===== config.mk =====
export PLATFORM = sky130hd
export DESIGN_NAME = sce_top
export DESIGN_NICKNAME = d
export VERILOG_FILES = /design/src/design/sce_pkg.sv /design/src/design/sce_top.sv /design/src/design/sce_sync.sv
export VERILOG_INCLUDE_DIRS = /design/src /design/src/design
export SDC_FILE = /design/constraint.sdc
export NUM_CORES = 1
export LEC_CHECK = 0
export BUFFER_PORTS_ARGS = -buffer_cell sky130_fd_sc_hd__buf_4
export CELL_PAD_IN_SITES_DETAIL_PLACEMENT = 1
export CELL_PAD_IN_SITES_GLOBAL_PLACEMENT = 1
export CORE_MARGIN = 4
export CORE_UTILIZATION = 34
export CTS_CLUSTER_SIZE = 10
export DETAILED_ROUTE_END_ITERATION = 12
export GPL_TIMING_DRIVEN = 0
export HOLD_SLACK_MARGIN = 0.06
export PLACE_DENSITY = 0.82
export SYNTH_ARGS = -nofsm -noshare
export SYNTH_HDL_FRONTEND = slang
export SYNTH_SLANG_ARGS = --single-unit

===== constraint.sdc =====
create_clock -name clock_in -period 1.8 [get_ports clock_in]
set_input_delay 0.18 -clock clock_in [delete_from_list [all_inputs] [get_ports clock_in]]
set_output_delay 0.18 -clock clock_in [all_outputs]
set_load 0.02 [all_outputs]

===== src/design/sce_consts.svh =====
`ifndef SCE_CONSTS_SVH
`define SCE_CONSTS_SVH

// ----------------------------------------
// register byte offsets
// ----------------------------------------
`define SCE_OFF_FLAGS   8'h00
`define SCE_OFF_ENABLE  8'h04
`define SCE_OFF_LIVE    8'h08
`define SCE_OFF_FORCE   8'h0C

// ----------------------------------------
// field positions in flags, enable and live
// ----------------------------------------
`define SCE_BIT_POWER   3
`define SCE_BIT_DET2    2
`define SCE_BIT_DET1    1
`define SCE_BIT_STATUS  0
`define SCE_FIELD_W     4
`define SCE_BIT_CAP_Y   13
`define SCE_BIT_CAP_X   12
`define SCE_BIT_CAP_3   11
`define SCE_BIT_CAP_5   10
`define SCE_BIT_CBUS    5
`define SCE_BIT_B16     4

// ----------------------------------------
// reset and fixed values
// ----------------------------------------
`define SCE_FLAGS_RST   4'h0
`define SCE_ENABLE_RST  4'h0
`define SCE_CAPS_RST    6'h00
`define SCE_FORCE_RST   3'h0
`define SCE_PINS_RST    4'h6
`define SCE_SOCK_CAPS   2'h3
`define SCE_WORD_ZERO   32'h0000_0000
`define SCE_SYNC_STAGES 2

`endif


===== src/design/sce_pkg.sv =====
`default_nettype none

package sce_pkg;

    // socket levels in flag bit order 3..0
    typedef struct packed {
        logic powered;
        logic detect_two;
        logic detect_one;
        logic card_status;
    } sce_pins_s;

    // card supply and type capabilities
    typedef struct packed {
        logic volt_y;
        logic volt_x;
        logic volt_3;
        logic volt_5;
        logic cardbus;
        logic bit16;
    } sce_caps_s;

    // register access request
    typedef struct packed {
        logic        write;
        logic        read;
        logic [7:0]  addr;
        logic [31:0] data;
    } sce_req_s;

endpackage

`default_nettype wire


===== src/design/sce_top.sv =====
`include "sce_consts.svh"
`default_nettype none

// Contract
// - flags record only that a change occurred; levels come from live status
// - writing one to a flag clears it; zero leaves it alone
// - writing one to a force bit sets the matching flag
// - reset clears every flag to zero
// - leaving card reset re-sets the status flag if status is still asserted and the detect flags if detect levels are low
// - interrupt raised when enabled and any unmasked flag is set
// - flag and enable bits 31 to 4 read zero and ignore writes
// - flag 3 sets when the powered level changes
// - flags 2 and 1 set when detect two or detect one level changes
// - flag 0 sets on rising edge for cardbus, both edges for 16-bit
// - enables gate only the interrupt; flags latch regardless
// - enable bit 3 enables the power event; reset zero
// - detect enable pair 00 disables, 11 enables; reset 00
// - enable bit 0 enables the card status event; reset zero
// - live status is read-only, supply capability bits Y, X and 3 merged with forced bits
// - voltage and card type bits update only on card insertion
// - detect levels frozen during card identification
// - detect bits read one when pin high, zero when low
// - bit 3 shows socket powered, bit 0 mirrors card status line
module sce_top (
    // clock and reset
    input  wire logic                  clock_in,
    input  wire logic                  reset_in,
    // register access
    input  wire sce_pkg::sce_req_s     reg_req_in,
    output var  logic [31:0]           reg_rdata_out,
    output var  logic                  reg_rvalid_out,
    // socket pins and power state
    input  wire sce_pkg::sce_pins_s    pins_in,
    input  wire sce_pkg::sce_caps_s    card_caps_in,
    // same-clock socket control
    input  wire logic                  card_reset_in,
    input  wire logic                  identify_busy_in,
    input  wire logic                  card_is_cardbus_in,
    input  wire logic                  interrupts_enable_in,
    // interrupt request
    output var  logic                  status_change_interrupt_out
);

    // ----------------------------------------
    // helpers
    // ----------------------------------------
    // set wins over clear so an event in the clearing cycle survives
    function automatic logic [3:0] next_sticky(input logic [3:0] cur,
                                               input logic [3:0] set,
                                               input logic [3:0] clr);
        next_sticky = (cur & ~clr) | set;
    endfunction

    function automatic logic addr_hit(input sce_pkg::sce_req_s req,
                                      input logic [7:0] off);
        addr_hit = (req.addr == off);
    endfunction

    // detect pair gates both detect flags; 01 and 10 act as disabled
    function automatic logic [3:0] gate_of(input logic [3:0] en);
        logic both;
        both    = en[`SCE_BIT_DET2] & en[`SCE_BIT_DET1];
        gate_of = {en[`SCE_BIT_POWER], both, both, en[`SCE_BIT_STATUS]};
    endfunction

    // ----------------------------------------
    // signals
    // ----------------------------------------
    sce_pkg::sce_pins_s pins_sync;
    sce_pkg::sce_pins_s live;
    sce_pkg::sce_pins_s next_live;
    sce_pkg::sce_caps_s caps;
    sce_pkg::sce_caps_s caps_meta;
    sce_pkg::sce_caps_s caps_sync;
    logic [3:0]         flags;
    logic [3:0]         enable;
    logic [2:0]         forced_caps;
    logic               card_reset_prev;
    logic [3:0]         hw_set;
    logic [3:0]         release_set;
    logic [3:0]         force_set;
    logic [3:0]         clear_bits;
    logic [3:0]         next_flags;
    logic               insertion;
    logic               reset_release;
    logic               wr_flags;
    logic               wr_enable;
    logic               wr_force;
    logic [31:0]        live_word;

    // ----------------------------------------
    // pin synchroniser
    // ----------------------------------------
    sce_sync i_sce_sync (
        .clock_in (clock_in),
        .reset_in (reset_in),
        .pins_in  (pins_in),
        .pins_out (pins_sync)
    );

    // ----------------------------------------
    // write decode
    // ----------------------------------------
    assign wr_flags  = reg_req_in.write & addr_hit(reg_req_in, `SCE_OFF_FLAGS);
    assign wr_enable = reg_req_in.write & addr_hit(reg_req_in, `SCE_OFF_ENABLE);
    assign wr_force  = reg_req_in.write & addr_hit(reg_req_in, `SCE_OFF_FORCE);

    // ----------------------------------------
    // live levels
    // ----------------------------------------
    always_comb begin
        next_live             = pins_sync;
        next_live.detect_two  = identify_busy_in ? live.detect_two
                                                 : pins_sync.detect_two;
        next_live.detect_one  = identify_busy_in ? live.detect_one
                                                 : pins_sync.detect_one;
    end

    always_ff @(posedge clock_in) begin
        if (reset_in) begin
            live <= `SCE_PINS_RST;
        end else begin
            live <= next_live;
        end
    end

    // ----------------------------------------
    // event detection
    // ----------------------------------------
    // a flag only notes that a level moved; software reads live status
    always_comb begin
        hw_set                  = 4'h0;
        hw_set[`SCE_BIT_POWER]  = next_live.powered ^ live.powered;
        hw_set[`SCE_BIT_DET2]   = next_live.detect_two ^ live.detect_two;
        hw_set[`SCE_BIT_DET1]   = next_live.detect_one ^ live.detect_one;
        if (card_is_cardbus_in) begin
            hw_set[`SCE_BIT_STATUS] = next_live.card_status & ~live.card_status;
        end else begin
            hw_set[`SCE_BIT_STATUS] = next_live.card_status ^ live.card_status;
        end
        // status line is not trusted while the card is held in reset
        if (card_reset_in) begin
            hw_set[`SCE_BIT_STATUS] = 1'b0;
        end
    end

    assign reset_release = card_reset_prev & ~card_reset_in;

    // still-asserted status and low detect levels after card reset are reported again
    always_comb begin
        release_set                  = 4'h0;
        release_set[`SCE_BIT_STATUS] = reset_release & live.card_status;
        release_set[`SCE_BIT_DET2]   = reset_release & ~live.detect_two;
        release_set[`SCE_BIT_DET1]   = reset_release & ~live.detect_one;
    end

    assign force_set  = wr_force ? reg_req_in.data[3:0] : 4'h0;
    assign clear_bits = wr_flags ? reg_req_in.data[3:0] : 4'h0;
    assign next_flags = next_sticky(flags, hw_set | release_set | force_set,
                                    clear_bits);

    always_ff @(posedge clock_in) begin
        if (reset_in) begin
            card_reset_prev <= 1'b0;
        end else begin
            card_reset_prev <= card_reset_in;
        end
    end

    // ----------------------------------------
    // flag register
    // ----------------------------------------
    // enables never enter here, so masked events still latch
    always_ff @(posedge clock_in) begin
        if (reset_in) begin
            flags <= `SCE_FLAGS_RST;
        end else begin
            flags <= next_flags;
        end
    end

    // ----------------------------------------
    // enable register
    // ----------------------------------------
    always_ff @(posedge clock_in) begin
        if (reset_in) begin
            enable <= `SCE_ENABLE_RST;
        end else if (wr_enable) begin
            enable <= reg_req_in.data[3:0];
        end
    end

    // ----------------------------------------
    // card capabilities
    // ----------------------------------------
    // caps pins sit still around insertion, but they still cross into this clock
    always_ff @(posedge clock_in) begin
        caps_meta <= card_caps_in;
        caps_sync <= caps_meta;
    end

    // insertion: both detect levels reach low after not both low
    assign insertion = ~next_live.detect_two & ~next_live.detect_one
                     & (live.detect_two | live.detect_one);

    always_ff @(posedge clock_in) begin
        if (reset_in) begin
            caps <= `SCE_CAPS_RST;
        end else if (insertion) begin
            caps <= caps_sync;
        end
    end

    // forced supply bits last until the next insertion
    always_ff @(posedge clock_in) begin
        if (reset_in) begin
            forced_caps <= `SCE_FORCE_RST;
        end else if (insertion) begin
            forced_caps <= `SCE_FORCE_RST;
        end else if (wr_force) begin
            forced_caps <= forced_caps
                         | reg_req_in.data[`SCE_BIT_CAP_Y:`SCE_BIT_CAP_3];
        end
    end

    // ----------------------------------------
    // live status word
    // ----------------------------------------
    always_comb begin
        live_word                                  = `SCE_WORD_ZERO;
        live_word[29:28]                           = `SCE_SOCK_CAPS;
        live_word[`SCE_BIT_CAP_Y]                  = caps.volt_y | forced_caps[2];
        live_word[`SCE_BIT_CAP_X]                  = caps.volt_x | forced_caps[1];
        live_word[`SCE_BIT_CAP_3]                  = caps.volt_3 | forced_caps[0];
        live_word[`SCE_BIT_CAP_5]                  = caps.volt_5;
        live_word[`SCE_BIT_CBUS]                   = caps.cardbus;
        live_word[`SCE_BIT_B16]                    = caps.bit16;
        live_word[`SCE_BIT_POWER:`SCE_BIT_STATUS]  = live;
    end

    // ----------------------------------------
    // read port
    // ----------------------------------------
    // writes to the live address are ignored, it has no storage
    always_ff @(posedge clock_in) begin
        if (reset_in) begin
            reg_rdata_out  <= `SCE_WORD_ZERO;
            reg_rvalid_out <= 1'b0;
        end else begin
            reg_rvalid_out <= reg_req_in.read;
            if (!reg_req_in.read) begin
                reg_rdata_out <= `SCE_WORD_ZERO;
            end else if (addr_hit(reg_req_in, `SCE_OFF_FLAGS)) begin
                reg_rdata_out <= {28'h0000000, flags};
            end else if (addr_hit(reg_req_in, `SCE_OFF_ENABLE)) begin
                reg_rdata_out <= {28'h0000000, enable};
            end else if (addr_hit(reg_req_in, `SCE_OFF_LIVE)) begin
                reg_rdata_out <= live_word;
            end else begin
                reg_rdata_out <= `SCE_WORD_ZERO;
            end
        end
    end

    // ----------------------------------------
    // interrupt request
    // ----------------------------------------
    // stale flags fire at once when enabled; software clears them first
    always_ff @(posedge clock_in) begin
        if (reset_in) begin
            status_change_interrupt_out <= 1'b0;
        end else begin
            status_change_interrupt_out <= interrupts_enable_in
                                         & |(flags & gate_of(enable));
        end
    end
endmodule

`default_nettype wire


===== src/design/sce_sync.sv =====
`include "sce_consts.svh"
`default_nettype none

module sce_sync (
    // clock and reset
    input  wire logic             clock_in,
    input  wire logic             reset_in,
    // asynchronous socket pins
    input  wire sce_pkg::sce_pins_s pins_in,
    // synchronised levels
    output var  sce_pkg::sce_pins_s pins_out
);

    // ----------------------------------------
    // two-stage synchroniser
    // ----------------------------------------
    // stage one is read only by stage two; detect pins idle high (no card)
    sce_pkg::sce_pins_s stage_one;

    always_ff @(posedge clock_in) begin
        if (reset_in) begin
            stage_one <= `SCE_PINS_RST;
            pins_out  <= `SCE_PINS_RST;
        end else begin
            stage_one <= pins_in;
            pins_out  <= stage_one;
        end
    end

endmodule

`default_nettype wire


==> impl_metrics.toml <==
[status]
status = "complete, no violations"

[logic_synthesis]
synth_area_per_cell_um2 = 10.14
synth_edf_count = 0
synth_common_cells = "dfxtp_1, buf_4, a21oi_1, o21ai_0, nor2b_1"
postSynthCellCount = 209
ys_top_cells_by_area = "dfxtp_1, buf_4, o31ai_1, nor2b_1, a21oi_1"
synth-seq-area-share_pct = 51.98
ys.flop_type = "dfxtp_1"
ys_ff_latch = 55
synth_top_area_share_pct = 51.98
yosysMostFrequentCell = "dfxtp_1"
synth.cell_area_um2 = 2118
async_flop_share_pct = 0
synthDistinctLibCells = 39
synth_warnings = 0
synth_top_cell_by_area = "dfxtp_1"

[worst_setup_path]
worstReg2RegEnd = "flags[0]"
r2r_cells = 5
crit_end = "flags[0]"
critPathArrivalTime_ns = 1.72
cp-start-kind = "register"
path_max_fanout = 3
timing.rr.start = "live[0]"
cp-end-kind = "register"
cp-startpoint = "live[0]"
r2r_slack_ns = 0.32
worstSetupPathType = "reg2reg"
cp.required_ns = 2.04

[cts]
cts.repair.resized = 0
cts.reportedPaths.clkPinSlew_ns = 0.10
cts_setup_buffers = 0
clockBufferDepth = 2
numCtsBuffers = 5
clockRootBuffer = "clkbuf_8"
clock_latency_ns = 0.31
htreeDepth = 2
cts_tree = "done"
cts.sinks = 55

[hold_path]
hp-class = "in2reg"

[layout]
drive_above_1_share_pct = 29.66
diodes = 0
fin_util_pct = 47.10
nets = 348
syn2layout_area_growth_pct = 33.20

[grt]
grt_max_degree = 18
grt_usage_pct = 14.52
antenna_found_initial = 0
grt_pass1_wl_um = 8590
grt_pass1_vias = 1811
grt-ovfl-total = 0

[routing]
wl_per_cell_um = 14.04
ant_nets = 0
via_count = 1748
wirelength_um = 5126
dr.pass1.iters = 5
drt_iter0_markers = 72
drc = 0
routed_via_density = 4.789

[power]
power.total_mw = 2.340
p_leak_nw = 1.155
p_per_area_nw_per_um2 = 829.5
ir_drop_v = 0.0005825

[sta]
setup_slack_ns = 0.3195
setup_tns_ns = 0
worst_slew_pin_slew_ns = 0.5499
finalCriticalPeriod_ns = 1.481
rsz0062_at_grt = "no"
hold_viol_final = 0
max_slew_margin_pct = 63.06
setup_viol = 0
finalClockSkew_ns = 0.008708
finalCritPeriodShare_pct = 82.25
slew_violations = 0
hold-worst-slack_ns = 0.07923
timing.fmax_mhz = 675.4

[floorplanning]
die_w_um = 86.93
core_um2 = 5991
die_area_um2 = 7557
die_y_um = 86.93
io_pins = 92
start_util_pct = 35.36
num_rows = 28

[placement]
gp_congestion = 0.8011
portBuffers = 46
pre_cts_slack_ns = 0.02335
hpwlAfterDp_um = 3805

[flow_run]
maxCapViolations = 0
placed cells by master (no fill, tap or decap), types with 3 or more instances in the layout:
cell type and count:
a31oi_1 4, and2_1 3, or4_1 4, dfxtp_1 55
inv_1 7, nor2b_1 10, a21oi_1 11, o31ai_1 9
nand3b_1 4, o2111a_1 4, a41oi_1 3, clkbuf_8 5
conb_1 20, nand3_1 6, dlygate4sd3_1 8, o21a_1 3
or2_2 6, nor3_1 4, buf_4 67, nand4_1 8
o21ai_0 11, clkbuf_1 9
worst max-delay path: stages (launching register included):
cell and delay [ns]:
dfxtp_1 0.39, inv_1 0.06, ha_1 0.28, or2_2 0.29, a31o_2 0.23, a31oi_1 0.16
state kept, by name, summed over array words and instances, names as in the netlist:
name,flops
i_sce_sync.stage_one,4
card_reset_prev,1
enable,4
i_sce_sync.pins_out,4
reg_rdata_out,11
flags,4
status_change_interrupt_out,1
caps_meta,6
forced_caps,3
live,4
caps_sync,6
reg_rvalid_out,1
caps,6
layer usage:
metal | part of all wire, % | vias up | track usage (%)
met5 | 0 | - | 0
met4 | 1.5 | 0 | 4.958
met3 | 6.5 | 8 | 4.257
met2 | 48 | 58 | 24.50
met1 | 44 | 816 | 17.58
li1 | - | 866 | -
what timing repair did:
item / CTS / global route
endpoints found under the setup margin: 0 / 0
hold buffers: 8 / 0
hold endpoints to repair: 8 / 0
worst min-delay path by stage:
stage / startpoint / endpoint / cells after the start
global route: pins_in[0] / i_sce_sync.stage_one[0] / 2
detailed placement: card_caps_in[0] / caps_meta[0] / 1
finish: pins_in[3] / i_sce_sync.stage_one[3] / 2
floorplan: card_caps_in[0] / caps_meta[0] / 0
CTS: pins_in[3] / i_sce_sync.stage_one[3] / 2
global placement: card_caps_in[2] / caps_meta[2] / 1
power by group:
group	switching, mW	leakage [nW]	internal (mW)
clock	0.405	0.0581	0.415
combinational	0.127	0.646	0.122
sequential	0.0195	0.451	1.25
total	0.551	1.16	1.79
metrics by stage:
stage	instance area, µm²	instances
after floorplan	2190	228
after CTS	2821	365
after global routing	2821	365
final	2821	365
after detailed placement	2629	349
after global placement	2629	349
cells by family (layout without fill, tap and decap cells):
| logic type | after synthesis | count (layout) | share of synthesized area (%) |
|---|---|---|---|
| AOI/OAI and AO/OA | 51 | 51 | 16.36 |
| xor gates and xnor gates | 2 | 2 | 0.8271 |
| and+or+nand+nor | 59 | 59 | 18.90 |
| DFF | 55 | 55 | 51.98 |
| other | 1 | 20 | 0.1770 |
| buffers and inverters | 40 | 102 | 11.16 |
| adders and majority gates | 1 | 1 | 0.5906 |
cell type report:
class,count,area (µm²)
Clock inverter,3,43.79
Timing Repair Buffer,54,425.4
Inverter,8,30.03
Multi-Input combinational cell,133,852.1
Clock buffer,5,68.82
Tap cell,75,93.84
Buffer,32,206.4
Sequential cell,55,1101
Fill cell,694,3169
No activity file was read; power rests on OpenSTA's default activity.
